`src/include/cycle_stamp_defs.svh`:
```
// register indices, control field positions and opcodes for the counting unit
// assumes inclusion by bare name from the design files and the bench
`ifndef CYCLE_STAMP_DEFS_SVH
`define CYCLE_STAMP_DEFS_SVH
`define IDX_CYCLE_STAMP 32'h0000_0010
`define IDX_EVENT_CONTROL 32'h0000_0011
`define IDX_EVENT_COUNTER_ZERO 32'h0000_0012
`define IDX_EVENT_COUNTER_ONE 32'h0000_0013
`define OP_MODEL_WRITE 16'h0F30
`define OP_STAMP_READ 16'h0F31
`define OP_MODEL_READ 16'h0F32
`define OP_COUNTER_READ 16'h0F33
`define RESET_CONTROL 64'h0000_0000_0000_0000
`define RESET_COUNT 48'h0000_0000_0000
`define RESET_STAMP 64'h0000_0000_0000_0000
`define BIT_SEL_HI_ONE 26
`define BIT_PIN_ONE 25
`define BIT_TYPE_ONE 24
`define BIT_USER_ONE 23
`define BIT_LOW_ONE 22
`define SEL_LO_ONE 16
`define BIT_SEL_HI_ZERO 10
`define BIT_PIN_ZERO 9
`define BIT_TYPE_ZERO 8
`define BIT_USER_ZERO 7
`define BIT_LOW_ZERO 6
`define SEL_LO_ZERO 0
`define CONTROL_MASK 64'h0000_0000_07FF_07FF
`define USER_LEVEL 2'h3
`endif

```
`src/include/cycle_stamp_pkg.sv`:
```
// types shared by the counting unit and its event counter slices
// assumes cycle_stamp_defs.svh is on the include path
package cycle_stamp_pkg;
  typedef struct packed {
    logic [15:0] opcode;
    logic [31:0] index;
    logic [63:0] data;
    logic [1:0] privilege;
  } access_req_t;

  typedef struct packed {
    logic pin_overflow;
    logic count_clocks;
    logic user_enable;
    logic low_enable;
    logic [6:0] event_select;
  } counter_cfg_t;

  typedef enum logic [1:0] {
    answer_ok,
    answer_fault,
    answer_unmapped
  } answer_t;
endpackage

```
`src/hw/cycle_stamp_unit.sv`:
```
// cycle stamp counter, counter event control and two event counters
// assumes the core presents one instruction per cycle with its privilege level
`timescale 1ns/1ps
`include "cycle_stamp_defs.svh"
module cycle_stamp_unit
  import cycle_stamp_pkg::*;
(
  // clock and reset
  input wire logic clock,
  input wire logic reset,
  // instruction request from the core
  input wire logic req_valid,
  input access_req_t req,
  input wire logic stamp_disable_flag,
  input wire logic counter_read_enable_flag,
  // answer to the core
  output logic resp_valid,
  output answer_t resp_status,
  output logic [31:0] result_upper,
  output logic [31:0] result_lower,
  // event sources, one level per event number
  input wire logic [127:0] events,
  // monitor pins
  output logic monitor_pin_zero,
  output logic monitor_pin_one
);
  logic [63:0] cycle_stamp_counter;
  logic [63:0] counter_event_control;
  logic [47:0] count_zero;
  logic [47:0] count_one;
  logic level_zero;
  logic is_write;
  logic is_model_read;
  logic is_stamp_read;
  logic is_counter_read;
  logic write_ok;
  logic mapped;
  logic load_zero;
  logic load_one;
  counter_cfg_t cfg_zero;
  counter_cfg_t cfg_one;
  logic [63:0] next_read_data;
  answer_t next_status;
  logic gate_zero;
  logic gate_one;
  logic recognised;

  // instruction decode
  assign level_zero = (req.privilege == 2'h0);
  assign is_write = req_valid && req.opcode == `OP_MODEL_WRITE;
  assign is_model_read = req_valid && req.opcode == `OP_MODEL_READ;
  assign is_stamp_read = req_valid && req.opcode == `OP_STAMP_READ;
  assign is_counter_read = req_valid && req.opcode == `OP_COUNTER_READ;
  assign mapped = req.index >= `IDX_CYCLE_STAMP && req.index <= `IDX_EVENT_COUNTER_ONE;
  assign write_ok = is_write && level_zero && mapped;
  assign load_zero = write_ok && req.index == `IDX_EVENT_COUNTER_ZERO;
  assign load_one = write_ok && req.index == `IDX_EVENT_COUNTER_ONE;

  // per-counter fields of the control register
  assign cfg_zero.pin_overflow = counter_event_control[`BIT_PIN_ZERO];
  assign cfg_zero.count_clocks = counter_event_control[`BIT_TYPE_ZERO];
  assign cfg_zero.user_enable = counter_event_control[`BIT_USER_ZERO];
  assign cfg_zero.low_enable = counter_event_control[`BIT_LOW_ZERO];
  assign cfg_zero.event_select = {counter_event_control[`BIT_SEL_HI_ZERO],
    counter_event_control[`SEL_LO_ZERO +: 6]};
  assign cfg_one.pin_overflow = counter_event_control[`BIT_PIN_ONE];
  assign cfg_one.count_clocks = counter_event_control[`BIT_TYPE_ONE];
  assign cfg_one.user_enable = counter_event_control[`BIT_USER_ONE];
  assign cfg_one.low_enable = counter_event_control[`BIT_LOW_ONE];
  assign cfg_one.event_select = {counter_event_control[`BIT_SEL_HI_ONE],
    counter_event_control[`SEL_LO_ONE +: 6]};

  // terms shared by the checks: counting permission and any decoded instruction
  assign gate_zero = (req.privilege == `USER_LEVEL) ? cfg_zero.user_enable
    : cfg_zero.low_enable;
  assign gate_one = (req.privilege == `USER_LEVEL) ? cfg_one.user_enable
    : cfg_one.low_enable;
  assign recognised = is_stamp_read || is_model_read || is_write || is_counter_read;

  // stamp counter, free running on the core clock
  always_ff @(posedge clock) begin
    if (reset) begin
      cycle_stamp_counter <= `RESET_STAMP;
    end else if (write_ok && req.index == `IDX_CYCLE_STAMP) begin
      cycle_stamp_counter <= req.data;
    end else begin
      cycle_stamp_counter <= cycle_stamp_counter + 64'h0000_0000_0000_0001;
    end
  end

  // control register, reserved bits held at zero
  always_ff @(posedge clock) begin
    if (reset) begin
      counter_event_control <= `RESET_CONTROL;
    end else if (write_ok && req.index == `IDX_EVENT_CONTROL) begin
      counter_event_control <= req.data & `CONTROL_MASK;
    end
  end

  // the two counters, one slice each
  event_counter_slice counter_zero (
    .clock(clock),
    .reset(reset),
    .cfg(cfg_zero),
    .privilege(req.privilege),
    .events(events),
    .load(load_zero),
    .load_value(req.data[47:0]),
    .count(count_zero),
    .monitor_pin(monitor_pin_zero)
  );
  event_counter_slice counter_one (
    .clock(clock),
    .reset(reset),
    .cfg(cfg_one),
    .privilege(req.privilege),
    .events(events),
    .load(load_one),
    .load_value(req.data[47:0]),
    .count(count_one),
    .monitor_pin(monitor_pin_one)
  );

  // read data and permission selection
  always_comb begin
    next_read_data = 64'h0000_0000_0000_0000;
    next_status = answer_ok;
    if (is_stamp_read) begin
      if (stamp_disable_flag && !level_zero) begin
        next_status = answer_fault;
      end else begin
        next_read_data = cycle_stamp_counter;
      end
    end else if (is_model_read || is_write) begin
      if (!level_zero) begin
        next_status = answer_fault;
      end else if (!mapped) begin
        next_status = answer_unmapped;
      end else if (is_model_read) begin
        case (req.index)
          `IDX_CYCLE_STAMP: next_read_data = cycle_stamp_counter;
          `IDX_EVENT_CONTROL: next_read_data = counter_event_control;
          `IDX_EVENT_COUNTER_ZERO: next_read_data = {16'h0000, count_zero};
          default: next_read_data = {16'h0000, count_one};
        endcase
      end
    end else if (is_counter_read) begin
      if (!counter_read_enable_flag && !level_zero) begin
        next_status = answer_fault;
      end else if (req.index[31:1] != 31'h0000_0000) begin
        next_status = answer_unmapped;
      end else begin
        next_read_data = {16'h0000, req.index[0] ? count_one : count_zero};
      end
    end
  end

  // answer registers, one cycle after the request
  always_ff @(posedge clock) begin
    if (reset) begin
      resp_valid <= 1'b0;
      resp_status <= answer_ok;
      result_upper <= 32'h0000_0000;
      result_lower <= 32'h0000_0000;
    end else begin
      resp_valid <= is_stamp_read || is_model_read || is_write || is_counter_read;
      resp_status <= next_status;
      result_upper <= next_read_data[63:32];
      result_lower <= next_read_data[31:0];
    end
  end

  stamp_steps_a: assert property (@(posedge clock) disable iff (reset)
    !(write_ok && req.index == `IDX_CYCLE_STAMP) |=>
      cycle_stamp_counter == $past(cycle_stamp_counter) + 64'h0000_0000_0000_0001)
    else $error("stamp did not step");
  stamp_guard_a: assert property (@(posedge clock) disable iff (reset)
    (is_stamp_read && stamp_disable_flag && !level_zero) |=> resp_status == answer_fault)
    else $error("stamp read not refused");
  stamp_value_a: assert property (@(posedge clock) disable iff (reset)
    (is_stamp_read && !stamp_disable_flag) |=>
      {result_upper, result_lower} == $past(cycle_stamp_counter))
    else $error("stamp read wrong");
  write_guard_a: assert property (@(posedge clock) disable iff (reset)
    (is_write && !level_zero && req.index == `IDX_EVENT_CONTROL) |=> $stable(counter_event_control))
    else $error("unprivileged write took effect");
  control_write_a: assert property (@(posedge clock) disable iff (reset)
    (write_ok && req.index == `IDX_EVENT_CONTROL) |=>
      counter_event_control == ($past(req.data) & `CONTROL_MASK))
    else $error("control write lost");
  preset_load_a: assert property (@(posedge clock) disable iff (reset)
    load_zero |=> count_zero == $past(req.data[47:0]))
    else $error("preset not loaded");
  counter_guard_a: assert property (@(posedge clock) disable iff (reset)
    (is_counter_read && !counter_read_enable_flag && !level_zero) |=> resp_status == answer_fault)
    else $error("counter read not refused");
  model_read_a: assert property (@(posedge clock) disable iff (reset)
    (is_model_read && level_zero && req.index == `IDX_EVENT_CONTROL) |=>
      result_lower == $past(counter_event_control[31:0]))
    else $error("control readback wrong");
  reset_clear_a: assert property (@(posedge clock)
    reset |=> counter_event_control == `RESET_CONTROL && count_one == `RESET_COUNT)
    else $error("reset did not clear");

  // every decoded instruction answers on the next cycle
  resp_pulse_a: assert property (@(posedge clock) disable iff (reset)
    recognised
    |=> resp_valid)
    else $error("answer pulse missing");

  // no answer without an instruction
  resp_idle_a: assert property (@(posedge clock) disable iff (reset)
    !recognised
    |=> !resp_valid)
    else $error("answer without instruction");

  // unprivileged model read is refused and returns nothing
  read_guard_a: assert property (@(posedge clock) disable iff (reset)
    (is_model_read && !level_zero)
    |=> (resp_status == answer_fault && {result_upper, result_lower} == 64'h0000_0000_0000_0000))
    else $error("unprivileged read served");

  // unprivileged model write is refused
  write_refused_a: assert property (@(posedge clock) disable iff (reset)
    (is_write && !level_zero)
    |=> resp_status == answer_fault)
    else $error("unprivileged write not refused");

  // indices outside the four registers are reported
  unmapped_index_a: assert property (@(posedge clock) disable iff (reset)
    (is_model_read && level_zero && !mapped)
    |=> resp_status == answer_unmapped)
    else $error("unmapped index served");

  // level 0 may always read the stamp
  stamp_allow_a: assert property (@(posedge clock) disable iff (reset)
    (is_stamp_read && level_zero)
    |=> resp_status == answer_ok)
    else $error("stamp read refused at level 0");

  // a stamp write replaces the count
  stamp_write_a: assert property (@(posedge clock) disable iff (reset)
    (write_ok && req.index == `IDX_CYCLE_STAMP)
    |=> cycle_stamp_counter == $past(req.data))
    else $error("stamp preset lost");

  // model read of the stamp returns the whole count
  stamp_readback_a: assert property (@(posedge clock) disable iff (reset)
    (is_model_read && level_zero && req.index == `IDX_CYCLE_STAMP)
    |=> {result_upper, result_lower} == $past(cycle_stamp_counter))
    else $error("stamp readback wrong");

  // model read of the control register, upper half
  control_upper_a: assert property (@(posedge clock) disable iff (reset)
    (is_model_read && level_zero && req.index == `IDX_EVENT_CONTROL)
    |=> result_upper == $past(counter_event_control[63:32]))
    else $error("control upper half wrong");

  // enabled counter read of counter one at any level
  counter_allow_a: assert property (@(posedge clock) disable iff (reset)
    (is_counter_read && counter_read_enable_flag && req.index == 32'h0000_0001)
    |=> resp_status == answer_ok
      && {result_upper, result_lower} == {16'h0000, $past(count_one)})
    else $error("counter read wrongly refused");

  // level 0 reads counter zero whatever the enable flag
  counter_zero_read_a: assert property (@(posedge clock) disable iff (reset)
    (is_counter_read && level_zero && req.index == 32'h0000_0000)
    |=> {result_upper, result_lower} == {16'h0000, $past(count_zero)})
    else $error("counter zero read wrong");

  // counter read beyond counter one is reported
  counter_unmapped_a: assert property (@(posedge clock) disable iff (reset)
    (is_counter_read && level_zero && req.index > 32'h0000_0001)
    |=> resp_status == answer_unmapped)
    else $error("counter index not refused");

  // a write to counter one replaces its count
  preset_one_a: assert property (@(posedge clock) disable iff (reset)
    load_one
    |=> count_one == $past(req.data[47:0]))
    else $error("counter one preset lost");

  // timer mode adds one per permitted cycle, counter zero
  timer_zero_a: assert property (@(posedge clock) disable iff (reset)
    (cfg_zero.count_clocks && gate_zero && !load_zero)
    |=> count_zero == $past(count_zero) + 48'h0000_0000_0001)
    else $error("counter zero timer missed a cycle");

  // timer mode adds one per permitted cycle, counter one
  timer_one_a: assert property (@(posedge clock) disable iff (reset)
    (cfg_one.count_clocks && gate_one && !load_one)
    |=> count_one == $past(count_one) + 48'h0000_0000_0001)
    else $error("counter one timer missed a cycle");

  // event mode adds one per cycle with the selected event
  event_count_zero_a: assert property (@(posedge clock) disable iff (reset)
    (gate_zero && events[cfg_zero.event_select] && !load_zero)
    |=> count_zero == $past(count_zero) + 48'h0000_0000_0001)
    else $error("counter zero missed an event");

  // event indicator follows every counted cycle, pin zero
  event_pin_zero_a: assert property (@(posedge clock) disable iff (reset)
    (!cfg_zero.pin_overflow && gate_zero && events[cfg_zero.event_select] && !load_zero)
    |=> monitor_pin_zero)
    else $error("event pin zero missed");

  // event indicator follows every counted cycle, pin one
  event_pin_one_a: assert property (@(posedge clock) disable iff (reset)
    (!cfg_one.pin_overflow && gate_one && events[cfg_one.event_select] && !load_one)
    |=> monitor_pin_one)
    else $error("event pin one missed");

  // a gated counter keeps its pin low
  pin_quiet_zero_a: assert property (@(posedge clock) disable iff (reset)
    !gate_zero
    |=> !monitor_pin_zero)
    else $error("pin zero active while gated");

  // overflow indicator stays low until the count wraps
  overflow_one_a: assert property (@(posedge clock) disable iff (reset)
    (cfg_one.pin_overflow && count_one != 48'hFFFF_FFFF_FFFF)
    |=> !monitor_pin_one)
    else $error("overflow pin one without wrap");

  stamp_read_c: cover property (@(posedge clock) is_stamp_read && !reset);
  overflow_c: cover property (@(posedge clock) monitor_pin_one && cfg_one.pin_overflow);
  counter_read_c: cover property (@(posedge clock) is_counter_read && resp_valid);
  event_pin_c: cover property (@(posedge clock) monitor_pin_zero && !cfg_zero.pin_overflow);
  unmapped_c: cover property (@(posedge clock) resp_valid && resp_status == answer_unmapped);
endmodule

```
`src/hw/event_counter_slice.sv`:
```
// one 48-bit event counter with its monitor pin logic
// assumes 128 event levels on the core clock, config from the control register
`timescale 1ns/1ps
`include "cycle_stamp_defs.svh"
module event_counter_slice
  import cycle_stamp_pkg::*;
(
  // clock and reset
  input wire logic clock,
  input wire logic reset,
  // configuration and privilege
  input counter_cfg_t cfg,
  input wire logic [1:0] privilege,
  input wire logic [127:0] events,
  // software preset
  input wire logic load,
  input wire logic [47:0] load_value,
  // results
  output logic [47:0] count,
  output logic monitor_pin
);
  logic level_ok;
  logic hit;
  logic step;
  logic [48:0] sum;

  // privilege gating and source select
  assign level_ok = (privilege == `USER_LEVEL) ? cfg.user_enable : cfg.low_enable;
  assign hit = cfg.count_clocks ? 1'b1 : events[cfg.event_select];
  assign step = level_ok && hit;
  assign sum = {1'b0, count} + 49'h0_0000_0000_0001;

  // counter, written value wins over increment
  always_ff @(posedge clock) begin
    if (reset) begin
      count <= `RESET_COUNT;
    end else if (load) begin
      count <= load_value;
    end else if (step) begin
      count <= sum[47:0];
    end
  end

  // pin shows events per cycle or a wrap of the counter
  always_ff @(posedge clock) begin
    if (reset) begin
      monitor_pin <= 1'b0;
    end else if (cfg.pin_overflow) begin
      monitor_pin <= step && !load && sum[48];
    end else begin
      monitor_pin <= step && !load;
    end
  end

  pin_wrap_a: assert property (@(posedge clock) disable iff (reset)
    (cfg.pin_overflow && step && !load && count == 48'hFFFF_FFFF_FFFF) |=> monitor_pin)
    else $error("overflow not flagged");
  no_gate_a: assert property (@(posedge clock) disable iff (reset)
    (!level_ok && !load) |=> $stable(count))
    else $error("counted while gated");
endmodule

```
`config.mk`:
```
export PLATFORM = sky130hd
export DESIGN_NAME = cycle_stamp_unit
export DESIGN_NICKNAME = d
export VERILOG_FILES = /design/src/include/cycle_stamp_pkg.sv /design/src/hw/cycle_stamp_unit.sv /design/src/hw/event_counter_slice.sv
export VERILOG_INCLUDE_DIRS = /design/src /design/src/include
export SDC_FILE = /design/constraint.sdc
export NUM_CORES = 1
export LEC_CHECK = 0
export ABC_AREA = 1
export BUFFER_PORTS_ARGS = -buffer_cell sky130_fd_sc_hd__buf_2
export CELL_PAD_IN_SITES_DETAIL_PLACEMENT = 0
export CELL_PAD_IN_SITES_GLOBAL_PLACEMENT = 2
export CORE_ASPECT_RATIO = 1.25
export CORE_UTILIZATION = 32
export CTS_CLUSTER_SIZE = 25
export DETAILED_ROUTE_END_ITERATION = 6
export PLACE_DENSITY_LB_ADDON = 0.1
export SLEW_MARGIN = 20
export SYNTH_ARGS = -nofsm -noshare
export SYNTH_HDL_FRONTEND = slang
export SYNTH_SLANG_ARGS = --single-unit
```
`constraint.sdc`:
```
create_clock -name clock -period 6.38 [get_ports clock]
set_clock_uncertainty 0.2 [all_clocks]
set_input_delay 0.319 -clock clock [delete_from_list [all_inputs] [get_ports clock]]
set_output_delay 0.319 -clock clock [all_outputs]
set_load 0.005 [all_outputs]
```
==> results.sh, run 1 <==
export IMPL_status="complete, no violations"
export IMPL_cts_path_max_buffers=3
export IMPL_yosysWarnings=0
export IMPL_die_area_um2=59700
export IMPL_setup_viol=0
export IMPL_hold_viol_final=0
export IMPL_multi_input_area_um2=11800
export IMPL_drv_slew=0
export IMPL_worstPathRequired_ps=6610
export IMPL_p_per_area_nw_per_um2=169
export IMPL_cts_tree="done"
export IMPL_insertion_delay_ps=600
export IMPL_clk_pin_slew_ps=60
export IMPL_ios=316
export IMPL_syn2layout_area_growth_pct=18.4
export IMPL_initial_core_util_pct=32.3
export IMPL_ys_seq_elements=251
export IMPL_cts_sinks=251
export IMPL_crit_path_end_kind="flip-flop"
export IMPL_drc=0
export IMPL_mostFrequentLayoutCells="nand2_1 (950), nand3_1 (387), buf_2 (314)"
export IMPL_netlist_area_um2=18800
export IMPL_dp_hpwl_um=70300
export IMPL_p_leak_nw=8.80
export IMPL_grt_pass1_vias=21100
export IMPL_grtUsageTotal_pct=30.1
export IMPL_overflow=0
export IMPL_wirelength_um=93300
export IMPL_rows=99
export IMPL_gp_congestion=0.922
export IMPL_fmax_mhz=223
export IMPL_cts_setup_buffers=0
export IMPL_root_buffer="clkbuf_16"
export IMPL_avgViaCountPerCell=5.41
export IMPL_numCtsBuffers=31
export IMPL_nNetsFinal=3639
export IMPL_slew_headroom_pct=28.6
export IMPL_dr_total_vias=22500
export IMPL_die_w_um=219
export IMPL_irDropWorstVdd_v=0.000226
export IMPL_final_core_util_pct=38.3
export IMPL_period_share_pct=70.3
export IMPL_syn_area_per_cell_um2=5.98
export IMPL_grt_pass1_wl_um=135000
export IMPL_antenna_found_initial=2
export IMPL_worst_pin_slew_ps=1070
export IMPL_die_h_um=273
export IMPL_setup_tns_ps=0
export IMPL_ys_types=50
export IMPL_portBuffers=315
export IMPL_cap_violations=0
export IMPL_critPathLaunchType="flip-flop"
export IMPL_htreeDepth=1
export IMPL_firstDrtPassIters=6
export IMPL_grt_setup_unrepaired="false"
export IMPL_min_path_type="in2reg"
export IMPL_fillers=6572
export IMPL_grt_max_degree=99
export IMPL_wl_per_cell_um=22.4
export IMPL_syn_nets=3394
export IMPL_crit_type="reg2reg"
export IMPL_syn_inst=3144
export IMPL_drive_gt1_share_pct=13.5
export IMPL_final_antenna_net_count=0
export IMPL_initialDrtViolationCount=1985
export IMPL_timing_final_crit_period_ps=4490
export IMPL_crit_arrival_ps=4710
export IMPL_register_area_um2=5030
export IMPL_core_area_um2=58200
export IMPL_path_max_fanout=49
export IMPL_final_common_cell="nand2_1"
export IMPL_synth_yosys_seq_area_share_pct=26.7
sequential cells by signal (all words and copies together) (netlist names):
signal and count:
result_lower 32, resp_status 2, resp_valid 1, counter_zero.count 48, result_upper 32, counter_one.count 48
counter_one.monitor_pin 1, counter_zero.monitor_pin 1, counter_event_control 22, cycle_stamp_counter 64
cell type report:
cell class                      instances  area share, %
Multi-Input combinational cell       2427           53.1
Sequential cell                       251           22.6
Timing Repair Buffer                  403           10.8
Inverter                              275           4.63
Tap cell                              757           4.25
Clock buffer                           37           3.67
Clock inverter                         20           1.02
Antenna cell                            1         0.0112
metal layers:
| layer | share of wire, % | up-vias | track usage [%] |
|---|---|---|---|
| met2 | 51 | 788 | 55.2 |
| met1 | 38 | 10700 | 34.0 |
| met4 | 6.1 | 2 | 16.8 |
| met3 | 4.6 | 174 | 2.43 |
| li1 | - | 10900 | - |
| met5 | 0.013 | - | 0 |
cell usage after synthesis, drive strengths merged:
master,instances,area (um^2)
a211oi,22,165
a21boi,1,7.51
a21o,1,7.51
a21oi,152,761
a22o,1,8.76
a22oi,1,7.51
a31oi,13,81.3
and2,2,12.5
and3,1,6.26
and3b,1,8.76
buf,98,609
clkbuf,93,349
clkinv,5,18.8
dfxtp,251,5020
ha,3,37.5
inv,270,1010
nand2,963,3640
nand2b,1,6.26
nand3,395,2010
nand3b,5,37.5
nand4,43,275
nor2,216,866
nor3,92,497
nor3b,1,12.5
nor4,30,209
nor4b,1,8.76
o2111ai,4,35.0
o211ai,53,398
o21ai,250,1250
o221ai,21,184
o22ai,34,213
or2,6,37.5
xnor2,13,114
xor2,101,885
where the power goes:
group	total [W]	leakage, nW	switching (W)	internal [W]
clock	0.00189	0.499	0.000812	0.00108
combinational	0.000300	6.28	0.000185	0.000115
sequential	0.00157	2.02	0.00000153	0.00157
what timing repair did:
item                       in CTS  in global routing
setup endpoints to repair       0                  0
hold endpoints to repair       78                  1
hold buffers                   62                  1
resized for setup               0                  0
logic make-up (layout without fill, tap and decap cells):
logic type               after synthesis  in the layout  share of synthesized area (%)
adder cells (fa/ha/maj)                3              3                          0.200
XOR/XNOR                             114            114                           5.31
AO/OA/AOI/OAI                        553            553                           16.6
other                                  0              1                              0
flip-flops                           251            251                           26.7
buffers and inverters                466            735                           10.6
AND/OR/NAND/NOR                     1757           1757                           40.6
critical path, cell delays in order, from the launching register on:
cell and delay (ps):
dfxtp_1 940, clkinv_1 940, nand3_1 320, nand2_1 150, nand2_1 90, nand3_1 90
nand3_1 80, nand2_1 100, nand2_1 90, nand3_2 110, nand2_2 70, buf_4 490
nand2_2 90, buf_4 340, nand2_1 130, a21oi_1 60
final timing paths:
kind,to,depth (start not counted),slack [ps],from
hold / removal,cycle_stamp_counter[34]$_SDFF_PP0_,3,30,req[36]
setup / recovery,counter_zero.count[7]$_SDFFE_PP0P_,15,1890,counter_event_control[2]$_SDFFE_PP0P_
hold reg to reg,result_upper[31]$_SDFF_PP0_,2,290,cycle_stamp_counter[63]$_SDFF_PP0_
setup reg to reg,counter_zero.count[7]$_SDFFE_PP0P_,15,1890,counter_event_control[2]$_SDFFE_PP0P_
through the flow:
| step | power [W] | hold slack (ps) | setup WS [ps] | instances | instance area (um^2) |
|---|---|---|---|---|---|
| after floorplan | 0.00171 | 221 | 4140 | 3144 | 18800 |
| after global placement | 0.00188 | 267 | 1980 | 4050 | 20600 |
| after detailed placement | 0.00188 | 265 | 1860 | 4050 | 20600 |
| after CTS | 0.00379 | 3.23 | 1850 | 4169 | 22300 |
| after global routing | 0.00387 | 13.3 | 1660 | 4171 | 22300 |
| final | 0.00376 | 25.6 | 1890 | 4171 | 22300 |
Note: power is estimated with default switching activity, not from simulation.
==> run 2, diff against run 1 <==
- CORE_UTILIZATION: 32 -> 30
- clock period: 6.38 -> 4.65 ns (I/O delays scaled with it)
==> results.sh, run 2 (synthesis results as in run 1) <==
export IMPL_insertion_delay_ps=600
export IMPL_status="complete, no violations"
export IMPL_multi_input_area_um2=11800
export IMPL_numCtsBuffers=31
export IMPL_avgViaCountPerCell=5.31
export IMPL_power_w=0.00510
export IMPL_cts_setup_buffers=0
export IMPL_setup_tns_ps=0
export IMPL_antennaDiodeCount=0
export IMPL_p_leak_nw=8.89
export IMPL_drive_gt1_share_pct=13.4
export IMPL_hold_viol_final=0
export IMPL_crit_arrival_ps=3920
export IMPL_crit_chain="dlygate4sd3_1 -> buf_2 -> nor4_1 -> dlygate4sd3_1 -> nand2_1 -> nor4_1 -> and2_2 -> buf_4 -> o211ai_1 -> nand2_1 -> nand2_1 -> o21ai_0"
export IMPL_largestRegisters="cycle_stamp_counter: 64 flops, counter_one.count: 48 flops, counter_zero.count: 48 flops"
export IMPL_final_common_cell="nand2_1"
export IMPL_drv_slew=0
export IMPL_crit_path_end_kind="flip-flop"
export IMPL_overflow=0
export IMPL_slew_headroom_pct=18.1
export IMPL_root_buffer="clkbuf_16"
export IMPL_worstPathRequired_ps=4910
export IMPL_path_max_fanout=25
export IMPL_nNetsFinal=3658
export IMPL_gp_congestion=0.912
export IMPL_cts_sinks=251
export IMPL_dp_hpwl_um=73100
export IMPL_syn2layout_area_growth_pct=19.7
export IMPL_p_per_area_nw_per_um2=227
export IMPL_ios=316
export IMPL_register_area_um2=5030
export IMPL_irDropWorstVdd_v=0.000270
export IMPL_rows=102
export IMPL_initial_core_util_pct=30.4
export IMPL_cts_path_max_buffers=3
export IMPL_grt_pass1_vias=21700
export IMPL_wirelength_um=96000
export IMPL_min_path_type="in2reg"
export IMPL_antenna_found_initial=1
export IMPL_grt_max_degree=106
export IMPL_critPathLaunchType="input port"
export IMPL_portBuffers=315
export IMPL_cap_violations=0
export IMPL_crit_type="in2reg"
export IMPL_final_antenna_net_count=0
export IMPL_cp_common_cell="nand2_1"
export IMPL_ctsResizeCount=0
export IMPL_core_area_um2=61900
export IMPL_fillers=7012
export IMPL_max_stage_delay_ps=650
export IMPL_mostFrequentLayoutCells="nand2_1 (950), nand3_1 (388), buf_2 (314)"
export IMPL_timing_final_crit_period_ps=3660
export IMPL_initialDrtViolationCount=1737
export IMPL_final_core_util_pct=36.4
export IMPL_grt_pass1_wl_um=139000
export IMPL_dr_total_vias=22600
export IMPL_clk_pin_slew_ps=60
export IMPL_grt_setup_unrepaired="false"
export IMPL_crit_path_top_delay_cell="and2_2"
export IMPL_die_area_um2=63700
export IMPL_grtUsageTotal_pct=29.3
export IMPL_worst_pin_slew_ps=1220
export IMPL_htreeDepth=1
export IMPL_period_share_pct=78.6
export IMPL_die_w_um=226
export IMPL_firstDrtPassIters=5
export IMPL_wl_per_cell_um=22.5
export IMPL_cts_tree="done"
export IMPL_largest_register_ffs=64
export IMPL_regMostFlops="cycle_stamp_counter"
export IMPL_fmax_mhz=274
export IMPL_drc=0
export IMPL_setup_viol=0
export IMPL_die_h_um=282
[run 2: cell count changes in the layout (fill, tap and decap cells not counted), sizes merged]
cell,before,now
clkbuf,37,41
clkinv,14,13
inv,271,269
diode,1,0
dlygate4sd3,63,74
bufinv,4,3
buf,340,348
clkinvlp,6,1
[run 2: layout make-up]
type                       instances  share of cell area (%)
multi-input combinational       2427                    52.5
sequential                       251                    22.3
timing repair buffer             422                    11.5
tap                              832                    4.63
inverter                         275                    4.59
clock buffer                      41                    3.88
clock inverter                    11                   0.606
[run 2: critical path: cells and delay by family]
| kind | cells | cell delay, ps |
|---|---|---|
| simple gates | 6 | 1690 |
| buf+inv | 4 | 1670 |
| compound gates | 2 | 310 |
[run 2: power by group]
| group | total [W] | switching [W] | leakage (nW) | internal, W |
|---|---|---|---|---|
| clock | 0.00252 | 0.00105 | 0.500 | 0.00147 |
| combinational | 0.000426 | 0.000263 | 6.37 | 0.000163 |
| sequential | 0.00215 | 0.00000215 | 2.02 | 0.00215 |
| total | 0.00510 | 0.00132 | 8.89 | 0.00378 |
[run 2: through the flow]
| step | setup WS, ps | area [um^2] | instances | hold WS, ps |
|---|---|---|---|---|
| finish | 994 | 22500 | 4259 | 25.0 |
| global route | 948 | 22500 | 4259 | 43.4 |
| CTS | 1120 | 22500 | 4259 | 28.7 |
| global placement | 929 | 20700 | 4133 | 266 |
| floorplan | 2410 | 18800 | 3144 | 191 |
| detailed placement | 864 | 20700 | 4133 | 279 |
[run 2: worst paths after layout]
path                            slack, ps  depth (start not counted)                              startpoint                                endpoint
worst max-delay path                  990                         12                                req[104]             result_upper[14]$_SDFF_PP0_
worst min-delay path                   20                          3                                 req[21]  counter_event_control[19]$_SDFFE_PP0P_
worst max register to register       1200                         14  counter_event_control[18]$_SDFFE_PP0P_      counter_one.count[11]$_SDFFE_PP0P_
worst min register to register        290                          2      cycle_stamp_counter[63]$_SDFF_PP0_             result_upper[31]$_SDFF_PP0_
[run 2: repair_timing]
action                                 in CTS  in global routing
setup endpoints to repair                   0                  0
hold buffers                               74                  0
endpoints found under the hold margin     106                  0
[run 2: routing by layer]
layer	up-vias	part of all wire, %	GRT usage [%]
met2	789	51	53.5
met3	193	4.5	2.31
met5	-	0.014	0
met1	10700	38	32.3
li1	11000	-	-
met4	2	7.2	19.5
==> run 3, diff against run 2 <==
- CORE_UTILIZATION: 30 -> 27
- clock period: 4.65 -> 2.9 ns (I/O delays scaled with it)
==> results.sh, run 3 (synthesis results as in run 1) <==
export IMPL_status="complete, no violations"
export IMPL_dr_total_vias=23000
export IMPL_worst_slack_ps=110
export IMPL_portBuffers=315
export IMPL_final_common_cell="nand2_1"
export IMPL_crit_path_top_delay_cell="dfxtp_1"
export IMPL_largestRegisters="cycle_stamp_counter: 64 flops, counter_one.count: 48 flops, counter_zero.count: 48 flops"
export IMPL_avgViaCountPerCell=5.16
export IMPL_p_per_area_nw_per_um2=362
export IMPL_worstPathRequired_ps=3190
export IMPL_cts_tree="done"
export IMPL_worst_pin_slew_ps=918
export IMPL_rows=107
export IMPL_pwr_share_comb_pct=8.0
export IMPL_timing_final_crit_period_ps=2790
export IMPL_grt_max_degree=133
export IMPL_crit_chain="nand2_1 -> nor2_1 -> nand2_2 -> nor3b_2 -> nand4_1 -> nor2_1 -> nand4_1 -> xor2_1 -> a21oi_1"
export IMPL_wirelength_um=101000
export IMPL_hold_viol_final=0
export IMPL_crit_arrival_ps=3080
export IMPL_irDropWorstVdd_v=0.000486
export IMPL_wl_met2_um=51200
export IMPL_numCtsBuffers=31
export IMPL_wl_met3_um=4430
export IMPL_initialDrtViolationCount=1530
export IMPL_seq_power_share_pct=40.0
export IMPL_register_area_um2=5030
export IMPL_clk_pin_slew_ps=60
export IMPL_design_area_um2=23800
export IMPL_cap_violations=0
export IMPL_wl_per_cell_um=22.8
export IMPL_root_buffer="clkbuf_16"
export IMPL_dp_hpwl_um=77100
export IMPL_swShare_pct=25.2
export IMPL_cts_path_max_buffers=3
export IMPL_fin_cells=4452
export IMPL_antenna_found_initial=3
export IMPL_ios=316
export IMPL_multi_input_area_um2=11900
export IMPL_final_core_util_pct=34.8
export IMPL_period_share_pct=96.2
export IMPL_die_h_um=297
export IMPL_critPathLaunchType="flip-flop"
export IMPL_gp_congestion=0.953
export IMPL_p_leak_nw=9.58
export IMPL_firstDrtPassIters=6
export IMPL_top_layer="met4"
export IMPL_die_w_um=238
export IMPL_mostFrequentLayoutCells="nand2_1 (947), nand3_1 (387), buf_2 (314)"
export IMPL_clkPwrFrac_pct=52.0
export IMPL_crit_path_end_kind="flip-flop"
export IMPL_initial_core_util_pct=27.4
export IMPL_core_area_um2=68500
export IMPL_crit_type="reg2reg"
export IMPL_fmax_mhz=358
export IMPL_final_antenna_net_count=0
export IMPL_syn2layout_area_growth_pct=26.8
export IMPL_wl_met1_um=39400
export IMPL_intPower_w=0.00646
export IMPL_grtUsageTotal_pct=27.3
export IMPL_min_path_type="in2reg"
export IMPL_dp_cells=4311
export IMPL_setup_viol=0
export IMPL_nNetsFinal=3750
export IMPL_die_area_um2=70700
export IMPL_overflow=0
export IMPL_grt_pass1_wl_um=145000
export IMPL_regMostFlops="cycle_stamp_counter"
export IMPL_place_area_um2=21700
export IMPL_pre_cts_ws_ps=17.0
export IMPL_path_max_fanout=6
export IMPL_drive_gt1_share_pct=16.1
export IMPL_largest_register_ffs=64
export IMPL_drv_slew=0
export IMPL_grt_pass1_vias=22000
export IMPL_p_switching_w=0.00217
export IMPL_fillers=7641
export IMPL_drc=0
export IMPL_cts_sinks=251
export IMPL_slew_headroom_pct=38.8
export IMPL_insertion_delay_ps=610
export IMPL_max_stage_delay_ps=490
export IMPL_htreeDepth=1
[run 3: changes by cell type in the layout (fill, tap and decap cells not counted), moves of 3 or more]
cell | previous run | this run
buf_12 | 1 | 21
buf_4 | 33 | 99
bufinv_16 | 3 | 8
clkbuf_16 | 31 | 36
clkbuf_8 | 6 | 3
clkinv_2 | 6 | 10
nand2_1 | 950 | 947
[run 3: metrics by stage]
step | TNS [ps] | total power, W | hold WS, ps
final | 0 | 0.00863 | 106
after global routing | -28.3 | 0.00890 | 137
after CTS | 0 | 0.00875 | 81.5
after detailed placement | 0 | 0.00415 | 238
after global placement | 0 | 0.00415 | 216
after floorplan | 0 | 0.00376 | 103
[run 3: worst paths after layout]
| check | startpoint | endpoint | slack [ps] | cells after the start |
|---|---|---|---|---|
| worst max register to register | cycle_stamp_counter[4]$_SDFF_PP0_ | cycle_stamp_counter[57]$_SDFF_PP0_ | 110 | 9 |
| worst min register to register | cycle_stamp_counter[63]$_SDFF_PP0_ | result_upper[31]$_SDFF_PP0_ | 270 | 2 |
| worst min-delay path | req_valid | cycle_stamp_counter[19]$_SDFF_PP0_ | 110 | 8 |
| worst max-delay path | cycle_stamp_counter[4]$_SDFF_PP0_ | cycle_stamp_counter[57]$_SDFF_PP0_ | 110 | 9 |
[run 3: final cells by class]
type | count | share of cell area [%]
repair buffers | 514 | 15.1
clock buffers | 36 | 3.46
clock inverters | 21 | 1.34
flip-flops and latches | 251 | 21.1
well taps | 926 | 4.86
multi-input cells | 2427 | 49.7
diodes | 2 | 0.0210
inverters | 275 | 4.35
[run 3: power by group through the flow]
stage | registers (W) | logic (W) | clock network, W
after detailed placement | 0.00353 | 0.000618 | 0
after floorplan | 0.00353 | 0.000227 | 0
after CTS | 0.00345 | 0.000697 | 0.00460
after global placement | 0.00353 | 0.000618 | 0
after global routing | 0.00345 | 0.000747 | 0.00470
final | 0.00345 | 0.000691 | 0.00449
[run 3: repair_timing]
action                     in CTS  in global routing
resized for setup               0                 17
setup endpoints to repair       0                 85
setup buffers                   0                  2
hold buffers                   75                  0
hold endpoints to repair      180                  0
[run 3: critical path, delay by kind of cell (launching register included)]
kind	cells	cell delay, ps
simple gates	7	1730
compound gates	1	80
xor+xnor	1	160
flops	1	490
[run 3: per-layer routing]
layer | GRT usage (%) | vias up
met4 | 15.6 | 0
met5 | 0 | -
met3 | 2.06 | 188
met2 | 49.7 | 860
met1 | 31.2 | 10800
li1 | - | 11200
